**src/hw/ste_cfg.svh**
```systemverilog
`ifndef STE_CFG_SVH
`define STE_CFG_SVH

`define STE_POS_W         32
`define STE_ADDR_W        16
`define STE_TOL_W         16
`define STE_MODE_STOP     1'h0
`define STE_MODE_RUN      1'h1
`define STE_ARM_W         2
`define STE_ARM_RST       2'h0
`define STE_ARM_IN_BIT    0
`define STE_ARM_POS_BIT   1
`define STE_IN_NUM        4
`define STE_IN_SEL_W      2
`define STE_UG_CODE_W     24
`define STE_UG_CODE       24'h2d1b46
`define STE_CLK_NS        50
`define STE_VEL_WIN_NS    1000000
`define STE_VEL_WIN_CYC   (`STE_VEL_WIN_NS / `STE_CLK_NS)
`define STE_NS_PER_S      32'h3b9a_ca00
`define STE_UV_DEPTH      16
`define STE_UV_AW         4
`define STE_UV_LAST       4'hf
`define STE_NAME_W        16
`define STE_VAL_W         32
`define STE_UV_W          49

`endif

```
**src/hw/ste_pkg.sv**
```systemverilog
`include "ste_cfg.svh"

package ste_pkg;
   typedef enum logic [2:0] {
      UV_IDLE,
      UV_RD,
      UV_CMP,
      UV_WR
   } ste_uv_state_t;

   typedef struct packed {
      logic                     used;
      logic [`STE_NAME_W-1:0]   name;
      logic [`STE_VAL_W-1:0]    value;
   } ste_uv_entry_t;
endpackage : ste_pkg

```
**src/hw/ste_mem_if.sv**
```systemverilog
`timescale 1ns/1ps
`include "ste_cfg.svh"

interface ste_mem_if;
   import ste_pkg::*;
   logic                   we;
   logic [`STE_UV_AW-1:0]  waddr;
   ste_uv_entry_t          wdata;
   logic [`STE_UV_AW-1:0]  raddr;
   ste_uv_entry_t          rdata;

   modport ctl (output we, output waddr, output wdata, output raddr,
                input rdata);
   modport mem (input we, input waddr, input wdata, input raddr,
                output rdata);
endinterface : ste_mem_if

```
**src/hw/ste_event_unit.sv**
```systemverilog
// Functional notes
// (RULE1) Mode 0 (reset value) halts motion on a stall.
// (RULE2) Mode 1 keeps the motor moving after a stall.
// (RULE3) The stall flag is set on every stall in either mode.
// (RULE4) Stall flag goes to 1 and holds until written back; reads 0/1.
// (RULE5) Host clears the stall flag by writing zero.
// (RULE6) Trip arm bits 0..3, reset 0; bit0 input trip, bit1 position trip.
// (RULE7) Input trip holds input line number and subroutine address.
// (RULE8) Armed input trip calls its subroutine when the input becomes true.
// (RULE9) Armed position trip calls its subroutine on reaching target.
// (RULE10) Any trip firing clears the trip arm bits; a trip_arm_wr in the same cycle loads trip_arm_wdata instead.
// (RULE11) Program re-arms the trip bits for each repeated trip.
// (RULE12) Upgrade mode entered only with the exact upgrade code.
// (RULE13) Host finishes any started firmware transfer.
// (RULE14) Live read-only velocity in counts per second, comparable.
// (RULE15) User names: 2 chars, alpha then alnum, not a built-in.
// (RULE16) Dump request reports every defined user variable.
// (RULE17) Stall when lag exceeds the stall tolerance in counts.
// (RULE18) Trips fire once on entry into the true condition.
`timescale 1ns/1ps
`include "ste_cfg.svh"

module ste_event_unit
   import ste_pkg::*;
#(
   parameter int VEL_WIN = `STE_VEL_WIN_CYC
)(
   input  wire logic                          mclk,
   input  wire logic                          resetn,
   input  wire logic signed [`STE_POS_W-1:0]  cmd_pos,
   input  wire logic signed [`STE_POS_W-1:0]  act_pos,
   input  wire logic [`STE_TOL_W-1:0]         stall_tolerance,
   input  wire logic                          stall_response_mode,
   input  wire logic                          stall_flag_clr,
   output logic                               blocked_motor_flag,
   output logic                               motion_halt,
   input  wire logic                          trip_arm_wr,
   input  wire logic [`STE_ARM_W-1:0]         trip_arm_wdata,
   output logic [`STE_ARM_W-1:0]              trip_arm_bits,
   input  wire logic                          input_event_cfg_wr,
   input  wire logic [`STE_IN_SEL_W-1:0]      input_event_cfg_line,
   input  wire logic [`STE_ADDR_W-1:0]        input_event_cfg_addr,
   input  wire logic                          pos_event_cfg_wr,
   input  wire logic signed [`STE_POS_W-1:0]  pos_event_cfg_target,
   input  wire logic [`STE_ADDR_W-1:0]        pos_event_cfg_addr,
   input  wire logic [`STE_IN_NUM-1:0]        in_pins,
   output logic                               sub_call,
   output logic [`STE_ADDR_W-1:0]             sub_call_addr,
   input  wire logic                          flash_update_cmd,
   input  wire logic [`STE_UG_CODE_W-1:0]     flash_update_code,
   output logic                               upgrade_mode,
   output logic signed [`STE_POS_W-1:0]       velocity,
   input  wire logic signed [`STE_POS_W-1:0]  vel_cmp_value,
   output logic                               vel_match,
   input  wire logic                          custom_name_define,
   input  wire logic [`STE_NAME_W-1:0]        custom_name,
   input  wire logic [`STE_VAL_W-1:0]         custom_value,
   input  wire logic                          name_is_builtin,
   output logic                               name_ack,
   output logic                               name_rej,
   input  wire logic                          all_user_vars_dump,
   output logic                               dump_valid,
   output logic [`STE_NAME_W-1:0]             dump_name,
   output logic [`STE_VAL_W-1:0]              dump_value,
   output logic                               dump_done,
   output logic                               uv_busy
);
   // ---------------- Stall ----------------
   logic signed [`STE_POS_W-1:0] lag;
   logic [`STE_POS_W-1:0]        lag_mag;
   logic                         stall_det;

   assign lag       = cmd_pos - act_pos;
   assign lag_mag   = lag[`STE_POS_W-1] ? -lag : lag;
   assign stall_det = lag_mag > {16'h0000, stall_tolerance}; // RULE17

   always_ff @(posedge mclk or negedge resetn) begin
      if (!resetn) begin
         blocked_motor_flag <= 1'b0;
      end else if (stall_det) begin
         blocked_motor_flag <= 1'b1; // RULE3 RULE4
      end else if (stall_flag_clr) begin
         blocked_motor_flag <= 1'b0;
      end
   end

   // Halt is released with the flag so the host sees the stall first
   always_ff @(posedge mclk or negedge resetn) begin
      if (!resetn) begin
         motion_halt <= 1'b0;
      end else if (stall_det && stall_response_mode == `STE_MODE_STOP) begin
         motion_halt <= 1'b1; // RULE1
      end else if (stall_flag_clr || stall_response_mode == `STE_MODE_RUN) begin
         motion_halt <= 1'b0; // RULE2
      end
   end

   // ---------------- Trips ----------------
   logic [`STE_IN_NUM-1:0]   pin_s1_r, pin_s2_r;
   logic [`STE_IN_SEL_W-1:0] in_line_r;
   logic [`STE_ADDR_W-1:0]   in_addr_r, pos_addr_r;
   logic signed [`STE_POS_W-1:0] pos_tgt_r;
   logic                     in_prev_r, at_prev_r, in_now, at_now;
   logic                     in_fire, pos_fire;

   always_ff @(posedge mclk or negedge resetn) begin
      if (!resetn) begin
         pin_s1_r <= '0;
         pin_s2_r <= '0;
      end else begin
         pin_s1_r <= in_pins;
         pin_s2_r <= pin_s1_r;
      end
   end

   always_ff @(posedge mclk or negedge resetn) begin
      if (!resetn) begin
         in_line_r  <= '0;
         in_addr_r  <= '0;
         pos_tgt_r  <= '0;
         pos_addr_r <= '0;
      end else begin
         if (input_event_cfg_wr) begin
            in_line_r <= input_event_cfg_line; // RULE7
            in_addr_r <= input_event_cfg_addr;
         end
         if (pos_event_cfg_wr) begin
            pos_tgt_r  <= pos_event_cfg_target; // RULE9
            pos_addr_r <= pos_event_cfg_addr;
         end
      end
   end

   assign in_now   = pin_s2_r[in_line_r];
   assign at_now   = act_pos == pos_tgt_r;
   assign in_fire  = trip_arm_bits[`STE_ARM_IN_BIT] && in_now
                     && !in_prev_r; // RULE8 RULE18
   assign pos_fire = trip_arm_bits[`STE_ARM_POS_BIT] && at_now
                     && !at_prev_r; // RULE9 RULE18

   always_ff @(posedge mclk or negedge resetn) begin
      if (!resetn) begin
         in_prev_r <= 1'b0;
         at_prev_r <= 1'b0;
      end else begin
         in_prev_r <= in_now;
         at_prev_r <= at_now;
      end
   end

   // A re-arm written in the firing cycle survives, so no event is lost
   always_ff @(posedge mclk or negedge resetn) begin
      if (!resetn) begin
         trip_arm_bits <= `STE_ARM_RST; // RULE6
      end else if (trip_arm_wr) begin
         trip_arm_bits <= trip_arm_wdata; // RULE6
      end else if (in_fire || pos_fire) begin
         trip_arm_bits <= `STE_ARM_RST; // RULE10
      end
   end

   // Input trip wins a tie; both arms are dropped unless a trip_arm_wr in that cycle loads trip_arm_wdata
   always_ff @(posedge mclk or negedge resetn) begin
      if (!resetn) begin
         sub_call      <= 1'b0;
         sub_call_addr <= '0;
      end else begin
         sub_call <= in_fire || pos_fire;
         if (in_fire) begin
            sub_call_addr <= in_addr_r;
         end else if (pos_fire) begin
            sub_call_addr <= pos_addr_r;
         end
      end
   end

   // ---------------- Upgrade ----------------
   always_ff @(posedge mclk or negedge resetn) begin
      if (!resetn) begin
         upgrade_mode <= 1'b0;
      end else if (flash_update_cmd && flash_update_code == `STE_UG_CODE) begin
         upgrade_mode <= 1'b1; // RULE12
      end
   end

   // ---------------- Velocity ----------------
   // Scale follows the window, so a short window still reads counts/s
   localparam int VEL_SCALE = `STE_NS_PER_S / (VEL_WIN * `STE_CLK_NS);
   logic [31:0]                  win_cnt_r;
   logic signed [`STE_POS_W-1:0] win_start_r, win_delta;

   assign win_delta = act_pos - win_start_r;

   always_ff @(posedge mclk or negedge resetn) begin
      if (!resetn) begin
         win_cnt_r   <= '0;
         win_start_r <= '0;
         velocity    <= '0;
      end else if (win_cnt_r == 32'(VEL_WIN - 1)) begin
         win_cnt_r   <= '0;
         win_start_r <= act_pos;
         velocity    <= 32'(win_delta * VEL_SCALE); // RULE14
      end else begin
         win_cnt_r <= win_cnt_r + 32'h0000_0001;
      end
   end

   assign vel_match = velocity == vel_cmp_value; // RULE14

   // ---------------- User variables ----------------
   ste_mem_if mif ();
   ste_uvar_mem u_mem (.mclk(mclk), .resetn(resetn), .port(mif.mem));

   ste_uv_state_t          st_r;
   logic                   dump_r, hit_r, free_r;
   logic [`STE_UV_AW-1:0]  idx_r, slot_r;
   logic [`STE_NAME_W-1:0] nm_r;
   logic [`STE_VAL_W-1:0]  val_r;
   logic                   name_legal;
   logic [7:0]             c0, c1;

   assign c0 = custom_name[15:8];
   assign c1 = custom_name[7:0];
   assign name_legal = !name_is_builtin
      && ((c0 >= 8'h41 && c0 <= 8'h5a) || (c0 >= 8'h61 && c0 <= 8'h7a))
      && ((c1 >= 8'h41 && c1 <= 8'h5a) || (c1 >= 8'h61 && c1 <= 8'h7a)
          || (c1 >= 8'h30 && c1 <= 8'h39)); // RULE15

   assign mif.raddr = idx_r;
   assign mif.we    = st_r == UV_WR && (hit_r || free_r);
   assign mif.waddr = slot_r;
   assign mif.wdata = '{used: 1'b1, name: nm_r, value: val_r};
   assign uv_busy   = st_r != UV_IDLE;

   always_ff @(posedge mclk or negedge resetn) begin
      if (!resetn) begin
         st_r   <= UV_IDLE;
         dump_r <= 1'b0;
         hit_r  <= 1'b0;
         free_r <= 1'b0;
         idx_r  <= '0;
         slot_r <= '0;
         nm_r   <= '0;
         val_r  <= '0;
      end else begin
         unique case (st_r)
            UV_IDLE: begin
               idx_r  <= '0;
               hit_r  <= 1'b0;
               free_r <= 1'b0;
               if (all_user_vars_dump) begin
                  dump_r <= 1'b1;
                  st_r   <= UV_RD;
               end else if (custom_name_define && name_legal) begin
                  dump_r <= 1'b0;
                  nm_r   <= custom_name;
                  val_r  <= custom_value;
                  st_r   <= UV_RD;
               end
            end
            UV_RD: st_r <= UV_CMP;
            UV_CMP: begin
               if (!dump_r && mif.rdata.used && mif.rdata.name == nm_r) begin
                  hit_r  <= 1'b1;
                  slot_r <= idx_r;
                  st_r   <= UV_WR;
               end else begin
                  if (!dump_r && !mif.rdata.used && !free_r) begin
                     free_r <= 1'b1;
                     slot_r <= idx_r;
                  end
                  idx_r <= idx_r + 4'h1;
                  st_r  <= (idx_r == `STE_UV_LAST)
                           ? (dump_r ? UV_IDLE : UV_WR) : UV_RD;
               end
            end
            UV_WR: st_r <= UV_IDLE;
         endcase
      end
   end

   // Requests arriving while busy are dropped; uv_busy tells the parser
   always_ff @(posedge mclk or negedge resetn) begin
      if (!resetn) begin
         name_ack   <= 1'b0;
         name_rej   <= 1'b0;
         dump_valid <= 1'b0;
         dump_done  <= 1'b0;
         dump_name  <= '0;
         dump_value <= '0;
      end else begin
         name_ack <= st_r == UV_WR && (hit_r || free_r);
         name_rej <= (st_r == UV_IDLE && !all_user_vars_dump
                      && custom_name_define && !name_legal)
                     || (st_r == UV_WR && !hit_r && !free_r); // RULE15
         dump_valid <= st_r == UV_CMP && dump_r && mif.rdata.used; // RULE16
         dump_done  <= st_r == UV_CMP && dump_r && idx_r == `STE_UV_LAST;
         if (st_r == UV_CMP && dump_r) begin
            dump_name  <= mif.rdata.name;
            dump_value <= mif.rdata.value;
         end
      end
   end
endmodule : ste_event_unit

```
**src/hw/ste_uvar_mem.sv**
```systemverilog
`timescale 1ns/1ps
`include "ste_cfg.svh"

module ste_uvar_mem
   import ste_pkg::*;
(
   input  wire logic  mclk,
   input  wire logic  resetn,
   ste_mem_if.mem     port
);
   ste_uv_entry_t store_r [`STE_UV_DEPTH];

   // Per-entry reset so an empty table reads as unused after power-up
   for (genvar i = 0; i < `STE_UV_DEPTH; i++) begin : g_ent
      always_ff @(posedge mclk or negedge resetn) begin
         if (!resetn) begin
            store_r[i] <= '0;
         end else if (port.we && port.waddr == `STE_UV_AW'(i)) begin
            store_r[i] <= port.wdata;
         end
      end
   end

   always_ff @(posedge mclk or negedge resetn) begin
      if (!resetn) begin
         port.rdata <= '0;
      end else begin
         port.rdata <= store_r[port.raddr];
      end
   end
endmodule : ste_uvar_mem

```
**config.mk**
```make
export PLATFORM = sky130hd
export DESIGN_NAME = ste_event_unit
export DESIGN_NICKNAME = d
export VERILOG_FILES = /design/src/hw/ste_pkg.sv /design/src/hw/ste_mem_if.sv /design/src/hw/ste_event_unit.sv /design/src/hw/ste_uvar_mem.sv
export VERILOG_INCLUDE_DIRS = /design/src /design/src/hw
export SDC_FILE = /design/constraint.sdc
export NUM_CORES = 2
export LEC_CHECK = 0
export ABC_AREA = 1
export BUFFER_PORTS_ARGS = -buffer_cell sky130_fd_sc_hd__buf_4
export CELL_PAD_IN_SITES_DETAIL_PLACEMENT = 0
export CELL_PAD_IN_SITES_GLOBAL_PLACEMENT = 1
export CORE_ASPECT_RATIO = 1.2
export CORE_MARGIN = 2
export CORE_UTILIZATION = 50
export DETAILED_ROUTE_END_ITERATION = 7
export PLACE_DENSITY_LB_ADDON = 0.15
export SKIP_LAST_GASP = 1
export SLEW_MARGIN = 25
export SYNTH_ARGS = -nofsm -noshare
export SYNTH_HDL_FRONTEND = slang
export SYNTH_HIERARCHICAL = 1
export SYNTH_SLANG_ARGS = --single-unit
```
**constraint.sdc**
```tcl
create_clock -name mclk -period 13.1 [get_ports mclk]
set_input_delay 1.965 -clock mclk [delete_from_list [all_inputs] [get_ports mclk]]
set_output_delay 1.965 -clock mclk [all_outputs]
set_load 0.02 [all_outputs]
```
==> out/qor.txt <==
status - complete, no violations
clk_lat worst skew - 0.75 ns
post-route insts no fill - 9804
Final Net Count - 8559
register area share after synthesis - 0.459
Syn Inst Count - 7873
postcts setup bufs - 0
max incr delay on CP - 0.53 ns
Post-synth EDFFs - 0
Worst Setup End Kind - flip-flop
I/O Buffers - 371
RePlAce Congestion - 0.897
post-DP HPWL - 108000 µm
Max Cap Viol - 0
FF+latch count, synth - 1134
Die H - 389 µm
clock network fraction of total power - 0.322
DRC marker count from the first detailed-route iteration - 4146
FFs w/ async S/R, synth - 1.00
H-tree Lvls - 3
final slew viol count - 0
DRT Pass-1 Iters - 6
delay-heaviest family, CP - adder cells
Worst Path Buf+Inv - 9
Logic pwr share - 0.319
Die Span X - 325 µm
CTS Buf Count - 116
f_max - 0.127 GHz
Area after DPL - 65600 µm²
worst reg2reg endpoint - velocity[31]$_DFFE_PN0N_
sum of negative setup slack - 0 ns
final hold vios - 0
Cells after DPL - 9579
WS Path Type - in2reg
design area - 69700 µm²
r2r worst-path depth - 30
WHS Path Cells - 0
Yosys cell types - 63
Hold Slack - 0.348 ns
Post-Place Setup Slack - 4.58 ns
static leakage - 34.7 nW
I/O pin count - 375
PnR worst setup slack - 5.26 ns
Die ar. - 126000 µm²
fin crit share - 0.599
pwr dens - 154 nW/µm²
cell internal pwr - 0.00691 W
Post-synth top flop - dfrtp_1
All-Layer GR Usage - 0.278
root buffer cell - clkbuf_16
RSZ-0062 raised after global routing - no
Critical Path Source Type - input port
VDD IR max - 0.182 mV
Yosys warning count - 6
hold buffer count at CTS - 0
Switch Pwr - 0.00384 W
CTS Sinks - 1134
CTS tree - done
Rows - 141
crit-path max FO - 4
Worst Skew - 0.0550 ns
Tmin final - 7.84 ns
global-route wire length before repair - 281000 µm
deepest clock path buffer count - 3
Slew @ Worst Pin - 1.08 ns
reg2reg setup slack - 6.35 ns
startpoint of the worst hold path - pin_s1_r[3]$_DFF_PN0_
gr ovfl total - 0
Max transition margin - 0.279
Crit-path slowest cell - fa_1
layout cells sized above 1 - 0.111
RR Startpoint - win_start_r[2]$_DFFE_PN0N_
Synth Area per Inst - 7.85 µm²
Core Box Area - 123000 µm²
Mapped Area - 61800 µm²
antenna-violating nets left - 0
sequential group share of total power - 0.359
initial antenna violation count - 8
worst hold path type - reg2reg
drt wl/cell - 17.9 µm
CP required - 13.71 ns
Initial Util - 0.503
area delta synth->final - 12.7%
# fillers - 11600
Via Count - 51400
number of global-route vias before repair - 49700
# DRC - 0
post-cts resize count - 0
Hold Path Sink - pin_s2_r[3]$_DFF_PN0_
largest net degree at the start of global routing - 201
Worst-path clk slew - 0.07 ns
switching share of power - 0.357
Setup-failing EPs final - 0
most frequent CP cell - inv_1
drt total wl - 175000 µm
via/cell ratio - 5.25
Worst Path Arrival - 8.46 ns
[placed cells by master, fill, tap and decap left out, types with 25 or more instances in the layout]
master / Yosys / final
a21oi_1: 95 / 94
buf_4: 22 / 416
clkbuf_16: 0 / 118
clkbuf_8: 0 / 25
clkinv_2: 0 / 30
dfrtp_1: 1134 / 1130
fa_1: 82 / 82
ha_1: 155 / 155
inv_1: 1316 / 1315
mux2_2: 130 / 130
nand2_1: 2220 / 2214
nand2_2: 32 / 32
nand3_1: 708 / 708
nand4_1: 69 / 69
nor2_1: 163 / 163
nor2_2: 25 / 25
nor4_1: 26 / 26
o21ai_0: 956 / 956
o21ai_1: 31 / 31
or2_2: 26 / 26
xnor2_1: 62 / 62
xor2_1: 82 / 82
[sequential cells by signal, indices dropped and copies added (netlist names), 16 cells and up]
name,cells
u_mem/store_r,784
u_mem/port.rdata,49
dump_value,32
pos_tgt_r,32
val_r,32
win_cnt_r,32
velocity,29
win_start_r,29
dump_name,16
in_addr_r,16
nm_r,16
pos_addr_r,16
sub_call_addr,16
[Yosys cell counts, drive strengths merged (6+ instances only)]
cell type | n | area (µm²)
ha | 155 | 1940
fa | 82 | 1640
nand3 | 721 | 3670
a21o | 10 | 75.1
dfrtp | 1134 | 28400
clkbuf | 185 | 694
a31oi | 19 | 119
mux2 | 130 | 1460
nand4 | 72 | 478
o2111ai | 11 | 96.3
buf | 185 | 998
nor3 | 25 | 141
inv | 1327 | 4980
nand3b | 6 | 45.0
or2 | 28 | 175
xnor2 | 62 | 543
a21oi | 98 | 502
o21ai | 992 | 4980
nand2 | 2254 | 8560
xor2 | 84 | 751
nor4 | 29 | 200
o21bai | 10 | 78.8
nor2 | 198 | 881
[routing by layer]
layer,up-vias,global-route usage,part of all wire
met5,-,0,0.00015
met2,1392,0.459,0.47
met1,24700,0.387,0.45
li1,25100,-,-
met3,254,0.0339,0.054
met4,4,0.0798,0.024
[power by group through the flow]
stage               sequential [W]  clock, W  combinational, W
floorplan                  0.00394         0           0.00235
global placement           0.00391         0           0.00341
finish                     0.00386   0.00346           0.00343
CTS                        0.00386   0.00354           0.00344
detailed placement         0.00392         0           0.00343
global route               0.00388   0.00369           0.00389
[through the flow]
stage	util	power [W]
2_1_floorplan	-	0.00628
3_3_place_gp	0.533	0.00732
3_5_place_dp	0.533	0.00735
4_1_cts	0.566	0.0108
5_1_grt	0.567	0.0115
6_report	0.567	0.0107
[how the worst max path moves through the flow]
| stage | slack, ns | to | depth (start not counted) | from |
|---|---|---|---|---|
| 2_1_floorplan | 5.43 | velocity[31]$_DFFE_PN0N_ | 29 | act_pos[2] |
| 3_3_place_gp | 4.69 | velocity[31]$_DFFE_PN0N_ | 30 | act_pos[2] |
| 3_5_place_dp | 4.58 | velocity[29]$_DFFE_PN0N_ | 31 | act_pos[0] |
| 4_1_cts | 5.35 | velocity[29]$_DFFE_PN0N_ | 31 | act_pos[0] |
| 5_1_grt | 4.81 | velocity[29]$_DFFE_PN0N_ | 31 | act_pos[0] |
| 6_report | 5.26 | velocity[29]$_DFFE_PN0N_ | 31 | act_pos[0] |
[logic make-up (layout without fill, tap and decap cells)]
family,count (synthesis),in the layout,share of synthesized area
xor+xnor,147,147,0.0213
fa+ha+maj,237,237,0.0579
simple gates,3348,3348,0.231
other cells,2,16,0.000121
compound gates,1173,1173,0.0990
buf+inv,1702,1975,0.108
flops,1134,1134,0.459
mux,130,130,0.0237
[worst register-to-register path: cells and delay by family (launching register included)]
kind / cells / cell delay (ns)
adder cells (fa/ha/maj): 6 / 2.76
AO/OA/AOI/OAI: 8 / 1.44
AND/OR/NAND/NOR: 8 / 1.20
buffers and inverters: 7 / 0.54
XOR/XNOR: 1 / 0.38
flip-flops: 1 / 0.34
[layout make-up]
type	count	area, µm²	share of cell area
repair buffers	426	3310	0.0475
diodes	6	15.0	0.000215
multi-input cells	5045	26900	0.386
well taps	1644	2060	0.0295
flip-flops and latches	1134	28400	0.407
clock inverters	52	629	0.00903
clock buffers	165	3380	0.0485
inverters	1332	5020	0.0720
No activity file was read; power rests on OpenSTA's default activity.
